<file path="config.mk">
export PLATFORM = sky130hd
export DESIGN_NAME = ref_clock_monitor_select
export DESIGN_NICKNAME = d
export VERILOG_FILES = /design/src/ref_clock_monitor_select_pkg.sv /design/src/ref_clock_monitor_select.sv
export SDC_FILE = /design/constraint.sdc
export NUM_CORES = 1
export LEC_CHECK = 0
export ABC_AREA = 1
export BUFFER_PORTS_ARGS = -buffer_cell sky130_fd_sc_hd__buf_4
export CORE_MARGIN = 10
export CORE_UTILIZATION = 45
export CTS_CLUSTER_SIZE = 14
export DETAILED_ROUTE_END_ITERATION = 7
export PLACE_DENSITY = 0.65
export SYNTH_ARGS = -nofsm -noshare
export SYNTH_HDL_FRONTEND = slang
export SYNTH_SLANG_ARGS = --single-unit
export TNS_END_PERCENT = 20
</file>
<file path="constraint.sdc">
create_clock -name i_ref_clk -period 12 [get_ports i_ref_clk]
set_input_delay 2.4 -clock i_ref_clk [delete_from_list [all_inputs] [get_ports i_ref_clk]]
set_output_delay 2.4 -clock i_ref_clk [all_outputs]
set_load 0.01 [all_outputs]
</file>
<file path="src/ref_clock_monitor_select_pkg.sv">
package ref_clock_monitor_select_pkg;

   // ****************************************
   // register map
   // ****************************************
   localparam logic [7:0] ADDR_CONTROL = 8'h00;
   localparam logic [7:0] ADDR_PRIORITY = 8'h04;
   localparam logic [7:0] ADDR_COUNTS = 8'h08;
   localparam logic [7:0] ADDR_STATUS = 8'h0C;
   localparam logic [7:0] ADDR_LOSS = 8'h10;

   // ****************************************
   // field layout and reset values
   // ****************************************
   localparam int CTRL_WIDTH = 7;
   localparam int PRIO_WIDTH = 2;
   localparam int LOSS_REF_BIT = 4;
   localparam int REVAL_LSB = 0;
   localparam int HOLDOFF_LSB = 8;
   localparam int PRESCALE_LSB = 16;
   localparam int ST_SEL_LSB = 4;
   localparam int ST_HOLD_BIT = 6;
   localparam int ST_REFOK_BIT = 7;
   localparam int ST_LOCKEN_BIT = 8;
   localparam logic [6:0] CONTROL_RESET = 7'h40;
   localparam logic [7:0] PRIORITY_RESET = 8'h00;
   localparam logic [31:0] COUNTS_RESET = 32'h0000_0000;
   localparam logic [1:0] AXI_OKAY = 2'h0;
   localparam logic [1:0] AXI_SLVERR = 2'h2;

   // ****************************************
   // timing counts
   // ****************************************
   localparam logic [1:0] MISS_LIMIT = 2'h3;

   // ****************************************
   // types
   // ****************************************
   typedef enum logic [1:0] {
      MODE_MANUAL = 2'b00,
      MODE_AUTO = 2'b01,
      MODE_SHORT_HOLD = 2'b10,
      MODE_AUTO_HOLD = 2'b11
   } mode_type;

   typedef struct packed {
      logic los_ref_divider_powerdown;
      logic los_flag_block;
      logic revertive_enable;
      logic [1:0] manual_select;
      mode_type selection_mode;
   } ctrl_type;

   typedef struct packed {
      logic [15:0] holdoff_prescaler;
      logic [7:0] holdoff_start_value;
      logic [7:0] revalidation_count;
   } counts_type;

   typedef enum logic [2:0] {
      ST_LOCKED = 3'b001,
      ST_HOLDOVER = 3'b010,
      ST_UNLOCKED = 3'b100
   } sel_state_type;

endpackage

</file>
<file path="src/ref_clock_monitor_select.sv">
module ref_clock_monitor_select #(
   parameter int NUM_INPUTS = 4,
   parameter int FREQ_W = 24
) (
   input wire logic i_ref_clk,
   input wire logic i_reset,
   input wire logic [3:0] i_clk_in,
   input wire logic [3:0] i_diff_zero,
   input wire logic i_los_ref_div,
   input wire logic i_vcxo_div,
   input wire logic [FREQ_W-1:0] i_freq_word,
   output logic [1:0] o_selected_input,
   output logic o_holdover,
   output logic o_pll_lock_enable,
   output logic [FREQ_W-1:0] o_holdover_word,
   output logic o_los_ref_divider_powerdown,
   input wire logic [7:0] i_s_axi_awaddr,
   input wire logic i_s_axi_awvalid,
   output logic o_s_axi_awready,
   input wire logic [31:0] i_s_axi_wdata,
   input wire logic [3:0] i_s_axi_wstrb,
   input wire logic i_s_axi_wvalid,
   output logic o_s_axi_wready,
   output logic [1:0] o_s_axi_bresp,
   output logic o_s_axi_bvalid,
   input wire logic i_s_axi_bready,
   input wire logic [7:0] i_s_axi_araddr,
   input wire logic i_s_axi_arvalid,
   output logic o_s_axi_arready,
   output logic [31:0] o_s_axi_rdata,
   output logic [1:0] o_s_axi_rresp,
   output logic o_s_axi_rvalid,
   input wire logic i_s_axi_rready
);

   // ****************************************
   // synchronisers and edge detect
   // ****************************************
   localparam int SYNC_W = 2 * NUM_INPUTS + 2;
   logic [SYNC_W-1:0] sync1_q, sync2_q, sync3_q;
   logic [SYNC_W-1:0] pin_bus;
   assign pin_bus = {i_vcxo_div, i_los_ref_div, i_diff_zero, i_clk_in};

   always_ff @(posedge i_ref_clk or posedge i_reset) begin
      if (i_reset) begin
         sync1_q <= '0;
         sync2_q <= '0;
         sync3_q <= '0;
      end else begin
         sync1_q <= pin_bus;
         sync2_q <= sync1_q;
         sync3_q <= sync2_q;
      end
   end

   wire [NUM_INPUTS-1:0] in_rise = sync2_q[NUM_INPUTS-1:0] & ~sync3_q[NUM_INPUTS-1:0];
   wire [NUM_INPUTS-1:0] diff_zero = sync2_q[2*NUM_INPUTS-1:NUM_INPUTS];
   wire ref_rise = sync2_q[2*NUM_INPUTS] & ~sync3_q[2*NUM_INPUTS];
   wire vcxo_rise = sync2_q[2*NUM_INPUTS+1] & ~sync3_q[2*NUM_INPUTS+1];

   // ****************************************
   // registers
   // ****************************************
   ref_clock_monitor_select_pkg::ctrl_type ctrl_q;
   ref_clock_monitor_select_pkg::counts_type counts_q;
   logic [7:0] prio_q;
   logic [NUM_INPUTS-1:0] loss_latched_q;
   logic ref_loss_latched_q;
   ref_clock_monitor_select_pkg::mode_type mode;
   assign mode = ctrl_q.selection_mode;

   // ****************************************
   // per-input activity monitors
   // ****************************************
   logic [NUM_INPUTS-1:0] valid_q;
   logic [NUM_INPUTS-1:0] loss_event;
   logic [NUM_INPUTS-1:0] eff_valid;
   // a powered-down divider gives no reference edges, so no input is judged lost by missed edges, only by diff_zero
   wire ref_tick = ref_rise & ~ctrl_q.los_ref_divider_powerdown;

   genvar g;
   generate
      for (g = 0; g < NUM_INPUTS; g++) begin : g_mon
         logic [1:0] miss_q;
         logic [7:0] good_q;
         logic valid_bit_q;
         wire miss_full = (miss_q == 2'(ref_clock_monitor_select_pkg::MISS_LIMIT - 2'h1));
         wire miss_out = ref_tick & ~in_rise[g] & miss_full;
         wire lose = valid_q[g] & (miss_out | diff_zero[g]);
         wire regain = ~valid_q[g] & in_rise[g] & ~diff_zero[g] &
            (8'(good_q + 8'h01) >= counts_q.revalidation_count);
         always_ff @(posedge i_ref_clk or posedge i_reset) begin
            if (i_reset) begin
               miss_q <= 2'h0;
               good_q <= 8'h00;
               valid_bit_q <= 1'b0;
            end else begin
               if (in_rise[g]) begin
                  miss_q <= 2'h0;
               end else if (ref_tick && !miss_full) begin
                  miss_q <= 2'(miss_q + 2'h1);
               end
               if (lose || miss_out || diff_zero[g] || valid_q[g]) begin
                  good_q <= 8'h00;
               end else if (in_rise[g]) begin
                  good_q <= 8'(good_q + 8'h01);
               end
               if (lose) begin
                  valid_bit_q <= 1'b0;
               end else if (regain) begin
                  valid_bit_q <= 1'b1;
               end
            end
         end
         assign valid_q[g] = valid_bit_q;
         // blocked monitor neither drops validity nor raises events
         assign eff_valid[g] = valid_q[g] | ctrl_q.los_flag_block;
         assign loss_event[g] = lose & ~ctrl_q.los_flag_block;
      end
   endgenerate

   // ****************************************
   // priority choice
   // ****************************************
   logic [1:0] best_idx;
   logic [1:0] best_prio;
   logic any_valid;
   always_comb begin
      best_idx = 2'h0;
      best_prio = 2'h0;
      any_valid = 1'b0;
      for (int i = 0; i < NUM_INPUTS; i++) begin
         // strict greater keeps the lower index on a tie
         if (eff_valid[i] && (!any_valid || prio_q[2*i +: 2] > best_prio)) begin
            best_idx = 2'(i);
            best_prio = prio_q[2*i +: 2];
            any_valid = 1'b1;
         end
      end
   end

   // ****************************************
   // selection state machine
   // ****************************************
   ref_clock_monitor_select_pkg::sel_state_type state_q, state_d;
   logic [1:0] sel_q, sel_d;
   logic [7:0] hold_q;
   logic [15:0] presc_q;
   logic load_hold;
   wire sel_valid = eff_valid[sel_q];
   wire [1:0] sel_prio = prio_q[2*sel_q +: 2];
   wire better = any_valid & (best_prio > sel_prio) & (best_idx != sel_q);
   wire hold_run = (mode == ref_clock_monitor_select_pkg::MODE_AUTO_HOLD) &
      (state_q == ref_clock_monitor_select_pkg::ST_HOLDOVER);
   wire presc_tick = hold_run & vcxo_rise & (presc_q >= counts_q.holdoff_prescaler);
   wire expire = presc_tick & (hold_q == 8'h00);

   always_comb begin
      state_d = state_q;
      sel_d = sel_q;
      load_hold = 1'b0;
      case (mode)
         ref_clock_monitor_select_pkg::MODE_MANUAL: begin
            sel_d = ctrl_q.manual_select;
            state_d = sel_valid ? ref_clock_monitor_select_pkg::ST_LOCKED :
               ref_clock_monitor_select_pkg::ST_UNLOCKED;
         end
         ref_clock_monitor_select_pkg::MODE_SHORT_HOLD: begin
            sel_d = ctrl_q.manual_select;
            state_d = sel_valid ? ref_clock_monitor_select_pkg::ST_LOCKED :
               ref_clock_monitor_select_pkg::ST_HOLDOVER;
         end
         ref_clock_monitor_select_pkg::MODE_AUTO: begin
            if (!sel_valid) begin
               if (any_valid) begin
                  sel_d = best_idx;
                  state_d = ref_clock_monitor_select_pkg::ST_LOCKED;
               end else begin
                  state_d = ref_clock_monitor_select_pkg::ST_UNLOCKED;
               end
            end else begin
               state_d = ref_clock_monitor_select_pkg::ST_LOCKED;
               if (ctrl_q.revertive_enable && better) begin
                  sel_d = best_idx;
               end
            end
         end
         default: begin
            case (state_q)
               ref_clock_monitor_select_pkg::ST_HOLDOVER: begin
                  // revertive has no say until the countdown ends
                  if (expire) begin
                     if (sel_valid) begin
                        state_d = ref_clock_monitor_select_pkg::ST_LOCKED;
                     end else if (any_valid) begin
                        sel_d = best_idx;
                        state_d = ref_clock_monitor_select_pkg::ST_LOCKED;
                     end
                     // no valid input: stay in holdover, counter reloads
                  end
               end
               default: begin
                  if (!sel_valid) begin
                     state_d = ref_clock_monitor_select_pkg::ST_HOLDOVER;
                     load_hold = 1'b1;
                  end else begin
                     state_d = ref_clock_monitor_select_pkg::ST_LOCKED;
                     if (ctrl_q.revertive_enable && better) begin
                        sel_d = best_idx;
                     end
                  end
               end
            endcase
         end
      endcase
   end

   always_ff @(posedge i_ref_clk or posedge i_reset) begin
      if (i_reset) begin
         state_q <= ref_clock_monitor_select_pkg::ST_UNLOCKED;
         sel_q <= 2'h0;
      end else begin
         state_q <= state_d;
         sel_q <= sel_d;
      end
   end

   // ****************************************
   // hold-off prescaler and down-counter
   // ****************************************
   always_ff @(posedge i_ref_clk or posedge i_reset) begin
      if (i_reset) begin
         presc_q <= 16'h0000;
         hold_q <= 8'h00;
      end else begin
         if (!hold_run || presc_tick) begin
            presc_q <= 16'h0000;
         end else if (vcxo_rise) begin
            presc_q <= 16'(presc_q + 16'h0001);
         end
         if (load_hold || expire) begin
            hold_q <= counts_q.holdoff_start_value;
         end else if (presc_tick) begin
            hold_q <= 8'(hold_q - 8'h01);
         end
      end
   end

   // ****************************************
   // holdover word and outputs
   // ****************************************
   wire locked = (state_q == ref_clock_monitor_select_pkg::ST_LOCKED);
   always_ff @(posedge i_ref_clk or posedge i_reset) begin
      if (i_reset) begin
         o_holdover_word <= '0;
      end else if (locked) begin
         o_holdover_word <= i_freq_word;
      end
   end

   assign o_selected_input = sel_q;
   assign o_holdover = (state_q == ref_clock_monitor_select_pkg::ST_HOLDOVER);
   assign o_pll_lock_enable = locked;
   assign o_los_ref_divider_powerdown = ctrl_q.los_ref_divider_powerdown;

   // ****************************************
   // axi4-lite slave
   // ****************************************
   logic aw_hold_q, w_hold_q, bvalid_q, rvalid_q;
   logic [7:0] awaddr_q;
   logic [31:0] wdata_q, rdata_q;
   logic [3:0] wstrb_q;
   logic [1:0] bresp_q, rresp_q;
   logic sel_valid_q;

   function automatic logic [31:0] merge(input logic [31:0] old_v, input logic [31:0] new_v,
                                         input logic [3:0] strb);
      logic [31:0] r;
      r = old_v;
      for (int b = 0; b < 4; b++) begin
         if (strb[b]) begin
            r[8*b +: 8] = new_v[8*b +: 8];
         end
      end
      return r;
   endfunction

   wire do_write = aw_hold_q & w_hold_q & ~bvalid_q;
   wire wr_ctrl = do_write & (awaddr_q == ref_clock_monitor_select_pkg::ADDR_CONTROL);
   wire wr_prio = do_write & (awaddr_q == ref_clock_monitor_select_pkg::ADDR_PRIORITY);
   wire wr_counts = do_write & (awaddr_q == ref_clock_monitor_select_pkg::ADDR_COUNTS);
   wire wr_loss = do_write & (awaddr_q == ref_clock_monitor_select_pkg::ADDR_LOSS);
   wire wr_status = do_write & (awaddr_q == ref_clock_monitor_select_pkg::ADDR_STATUS);
   wire wr_ok = wr_ctrl | wr_prio | wr_counts | wr_loss | wr_status;
   wire [31:0] ctrl_word = {25'h0, ctrl_q};
   wire [31:0] merged_ctrl = merge(ctrl_word, wdata_q, wstrb_q);
   wire [31:0] merged_prio = merge({24'h0, prio_q}, wdata_q, wstrb_q);
   wire [31:0] merged_counts = merge(counts_q, wdata_q, wstrb_q);
   wire [31:0] clr_mask = wstrb_q[0] ? wdata_q : 32'h0000_0000;
   wire ref_loss_event = sel_valid_q & ~sel_valid & (sel_q == sel_d) & ~ctrl_q.los_flag_block;

   wire [31:0] status_word = {23'h0, locked, sel_valid, o_holdover, sel_q, eff_valid};
   wire [31:0] loss_word = {27'h0, ref_loss_latched_q, loss_latched_q};
   wire rd_ctrl = (i_s_axi_araddr == ref_clock_monitor_select_pkg::ADDR_CONTROL);
   wire rd_prio = (i_s_axi_araddr == ref_clock_monitor_select_pkg::ADDR_PRIORITY);
   wire rd_counts = (i_s_axi_araddr == ref_clock_monitor_select_pkg::ADDR_COUNTS);
   wire rd_status = (i_s_axi_araddr == ref_clock_monitor_select_pkg::ADDR_STATUS);
   wire rd_loss = (i_s_axi_araddr == ref_clock_monitor_select_pkg::ADDR_LOSS);
   wire rd_ok = rd_ctrl | rd_prio | rd_counts | rd_status | rd_loss;
   wire [31:0] rd_mux = rd_ctrl ? ctrl_word : rd_prio ? {24'h0, prio_q} :
      rd_counts ? counts_q : rd_status ? status_word : rd_loss ? loss_word : 32'h0000_0000;
   wire rd_take = i_s_axi_arvalid & ~rvalid_q;

   assign o_s_axi_awready = ~aw_hold_q & ~bvalid_q;
   assign o_s_axi_wready = ~w_hold_q & ~bvalid_q;
   assign o_s_axi_bvalid = bvalid_q;
   assign o_s_axi_bresp = bresp_q;
   assign o_s_axi_arready = ~rvalid_q;
   assign o_s_axi_rvalid = rvalid_q;
   assign o_s_axi_rdata = rdata_q;
   assign o_s_axi_rresp = rresp_q;

   always_ff @(posedge i_ref_clk or posedge i_reset) begin
      if (i_reset) begin
         aw_hold_q <= 1'b0;
         w_hold_q <= 1'b0;
         awaddr_q <= 8'h00;
         wdata_q <= 32'h0000_0000;
         wstrb_q <= 4'h0;
         bvalid_q <= 1'b0;
         bresp_q <= ref_clock_monitor_select_pkg::AXI_OKAY;
      end else begin
         if (i_s_axi_awvalid && o_s_axi_awready) begin
            aw_hold_q <= 1'b1;
            awaddr_q <= i_s_axi_awaddr;
         end else if (do_write) begin
            aw_hold_q <= 1'b0;
         end
         if (i_s_axi_wvalid && o_s_axi_wready) begin
            w_hold_q <= 1'b1;
            wdata_q <= i_s_axi_wdata;
            wstrb_q <= i_s_axi_wstrb;
         end else if (do_write) begin
            w_hold_q <= 1'b0;
         end
         if (do_write) begin
            bvalid_q <= 1'b1;
            bresp_q <= wr_ok ? ref_clock_monitor_select_pkg::AXI_OKAY :
               ref_clock_monitor_select_pkg::AXI_SLVERR;
         end else if (i_s_axi_bready) begin
            bvalid_q <= 1'b0;
         end
      end
   end

   always_ff @(posedge i_ref_clk or posedge i_reset) begin
      if (i_reset) begin
         rvalid_q <= 1'b0;
         rdata_q <= 32'h0000_0000;
         rresp_q <= ref_clock_monitor_select_pkg::AXI_OKAY;
      end else if (rd_take) begin
         rvalid_q <= 1'b1;
         rdata_q <= rd_mux;
         rresp_q <= rd_ok ? ref_clock_monitor_select_pkg::AXI_OKAY :
            ref_clock_monitor_select_pkg::AXI_SLVERR;
      end else if (i_s_axi_rready) begin
         rvalid_q <= 1'b0;
      end
   end

   always_ff @(posedge i_ref_clk or posedge i_reset) begin
      if (i_reset) begin
         ctrl_q <= ref_clock_monitor_select_pkg::CONTROL_RESET;
         prio_q <= ref_clock_monitor_select_pkg::PRIORITY_RESET;
         counts_q <= ref_clock_monitor_select_pkg::COUNTS_RESET;
         loss_latched_q <= '0;
         ref_loss_latched_q <= 1'b0;
         sel_valid_q <= 1'b0;
      end else begin
         sel_valid_q <= sel_valid;
         if (wr_ctrl) begin
            ctrl_q <= merged_ctrl[ref_clock_monitor_select_pkg::CTRL_WIDTH-1:0];
         end
         if (wr_prio) begin
            prio_q <= merged_prio[7:0];
         end
         if (wr_counts) begin
            counts_q <= merged_counts;
         end
         // new event wins over a clear in the same cycle
         loss_latched_q <= loss_event |
            (loss_latched_q & ~(wr_loss ? clr_mask[NUM_INPUTS-1:0] : '0));
         // no valid reference means the latched loss cannot be cleared
         ref_loss_latched_q <= ref_loss_event | (ref_loss_latched_q & ~(wr_loss & sel_valid &
            clr_mask[ref_clock_monitor_select_pkg::LOSS_REF_BIT]));
      end
   end

endmodule

</file>
==> out/summary.txt <==
Setup TNS -> 0 ns
Die Ht -> 187 microns
RSZ-0062 raised after global routing -> false
R2R depth -> 41
Ant diodes -> 0
Port buffer count -> 160
# setup viols final -> 0
PostCTS Resize Cnt -> 0
Max Clk Rate -> 192 MHz
Inserted Clock Buffers -> 28
Leak -> 7.62 nW
Area contributors post-synth -> dfrtp_1, nand2_1, ha_1
CTS tree -> done
Syn avg cell area -> 8.65 sq um
Worst r2r dst -> ref_loss_latched_q
Switching Power -> 0.805 mW
Synth-to-layout area growth -> 20.1%
Status -> finished clean
Crit path buffers/inverters -> 4
Overflow after GRT -> 0
Number of synthesized flops with an enable pin -> 0
HPWL Detailed -> 22800 microns
Layout cells sized above 1 -> 15.5%
Largest delay share family, worst path -> simple AND/OR/NAND/NOR gates
Vias -> 9975
Flops & latches, synth -> 258
Dpl cell area -> 14200 sq um
Max Cap Viol -> 0
Post-CTS setup buffers -> 0
Int Power -> 1.78 mW
Peak VDD IR -> 0.163 mV
CP Depth -> 41
Most frequent CP cell -> nand2_1
Chip Width -> 187 microns
R2R Setup Slk -> 6.80 ns
Vias in the first global route -> 10100
Final Instance Area -> 15100 sq um
Placeable Area -> 27700 sq um
Total GRT Usage -> 17.4%
Synth warn -> 0
Startpoint Class -> register
Slew @ Worst Pin -> 0.998 ns
Hold Crit Class -> reg -> reg
RePlAce Congestion -> 0.884
Rows -> 61
Most common cell in the netlist -> nand2_1
Netlist cell types -> 52
Reg power frac -> 42.8%
Number of nets in the layout -> 1784
Slew Viols, Final -> 0
Initial antenna violation count -> 0
Crit path DAT -> 5.67 ns
Post-route insts no fill -> 2021
Clock root buffer -> clkbuf_16
Max-slew headroom -> 33.5%
Slowest stage delay, CP -> 0.45 ns
Clk sink count -> 258
Tmin final -> 5.20 ns
Total iterations of the first detailed-routing run -> 6
Worst-Skew Late Latency -> 0.55 ns
Clk pwr share -> 33.0%
Top cell type by total area after synthesis -> dfrtp_1
Async set-reset flop share out of synthesis -> 100%
Critical register-to-register path startpoint -> ctrl_q[5]
Cells after Synth -> 1455
Net Sw Frac -> 31.1%
Worst setup path end -> ref_loss_latched_q
Detail Route Antenna Nets -> 0
Tcrit/Tclk final -> 43.3%
Pin count of the biggest net entering global routing -> 113
CP Capture Type -> register
Sequential-to-total area share from yosys stat -> 51.3%
Wirelength, routed -> 30500 microns
Placed cells -> 1969
Comb power frac -> 24.2%
Maximum fanout along the worst path -> 8
Max Root-Sink Buffers -> 3
Wire per inst -> 15.1 microns
First-pass GRT wire length -> 51800 microns
Vias per cell -> 4.94
Top cell type's share of synthesized area -> 50.9%
Fin. Hold Viols -> 0
Post-Syn Area -> 12600 sq um
Synth cell count leaders -> nand2_1, dfrtp_1, inv_1
Total die area -> 35100 sq um
Fin Clk Skew -> 0.0199 ns
Total power per unit cell area -> 171 nW/um^2
Crit path required time -> 12.47 ns
Drt drc -> 0
H-Tree Depth -> 1
Starting Density -> 45.4%
Primary FF master, synth -> dfrtp_1
Reg clk slew, reported paths -> 0.06 ns
Iter 0 DRT Violations -> 663
Hold Buf Count CTS -> 0
Crit path kind -> reg -> reg
CP Launch Point -> ctrl_q[5]
I/O Pins -> 163
Slowest-stage cell, CP -> dfrtp_1
Worst hold slack -> 0.346 ns
## cell families (layout without fill, tap and decap cells)
family,count (synthesis),after routing,share of synthesized area [%]
adders and majority gates,70,70,6.96
DFF,258,258,51.3
xor gates and xnor gates,35,35,2.44
buffers and inverters,260,447,7.94
other,1,2,0.0298
muxes,9,9,0.805
and+or+nand+nor,543,543,18.4
AOI/OAI and AO/OA,279,279,12.1
## worst register-to-register path: cells and delay by family (launching register included)
kind	cells	cell delay, ns
adders and majority gates	4	1.19
AOI/OAI and AO/OA	8	1.18
and+or+nand+nor	25	2.07
buffers and inverters	4	0.26
DFF	1	0.45
## how the worst min path moves through the flow
stage,startpoint,to,slack (ns),cells past startpoint
after CTS,sync1_q[9],sync2_q[9],0.35,0
after global routing,sync1_q[3],sync2_q[3],0.35,0
after detailed placement,sync1_q[3],sync2_q[3],0.34,0
after global placement,sync1_q[7],sync2_q[7],0.33,0
final,sync1_q[9],sync2_q[9],0.35,0
after floorplan,sync1_q[0],sync2_q[0],0.33,0
## cell usage in the layout, fill, tap and decap left out, drive strengths merged, types with 2 or more instances in the layout
cell type and n:
nand2 310, dfrtp 256, inv 229, buf 165, o21ai 142, nor2 122
a21oi 83, ha 70, nand3 67, clkbuf 42, xor2 33, nor3 27
o22ai 21, mux2 9, clkinv 9, nand4 8, o211ai 7, o21a 4
nor4 4, a221oi 4, o21bai 4, a21boi 2, a21o 2, xnor2 2
nor3b 2, o31ai 2, o2111ai 2, a211oi 2, conb 2, bufinv 2
dfstp 2
## power by group through the flow
stage | clock, mW | sequential [mW] | combinational (mW)
CTS | 0.872 | 1.11 | 0.634
detailed placement | 0 | 1.12 | 0.632
finish | 0.853 | 1.11 | 0.626
global placement | 0 | 1.11 | 0.618
global route | 0.912 | 1.12 | 0.724
floorplan | 0 | 1.12 | 0.398
## stage by stage
stage | util (%) | worst slack [ns] | power (mW)
finish | 54.5 | 6.80 | 2.58
detailed placement | 51.2 | 6.86 | 1.75
global placement | 51.2 | 6.96 | 1.73
global route | 54.5 | 6.16 | 2.76
CTS | 54.5 | 6.85 | 2.61
floorplan | - | 2.50 | 1.52
## layout make-up
class,instances,area (sq um)
clock buffer,42,813
clock inverter,10,111
fill,2604,12600
inverter,230,876
multi-input combinational,938,5140
sequential,258,6460
tap,378,473
timing repair buffer,165,1240
## flip-flops by register name, indices dropped and copies added (netlist names), 10 cells and up
register         count
g_mon.good_q        32
counts_q            32
wdata_q             32
o_s_axi_rdata       32
sync1_q             10
o_holdover_word     24
sync2_q             10
presc_q             16
## layer usage
| layer | vias up | GRT usage, % | wire, microns |
|---|---|---|---|
| met5 | - | 0 | 0 |
| met4 | 0 | 4.37 | 558 |
| met3 | 34 | 3.90 | 1940 |
| met2 | 240 | 26.9 | 13200 |
| met1 | 4671 | 24.4 | 14800 |
| li1 | 5030 | - | - |
(Power assumes the default switching activity.)
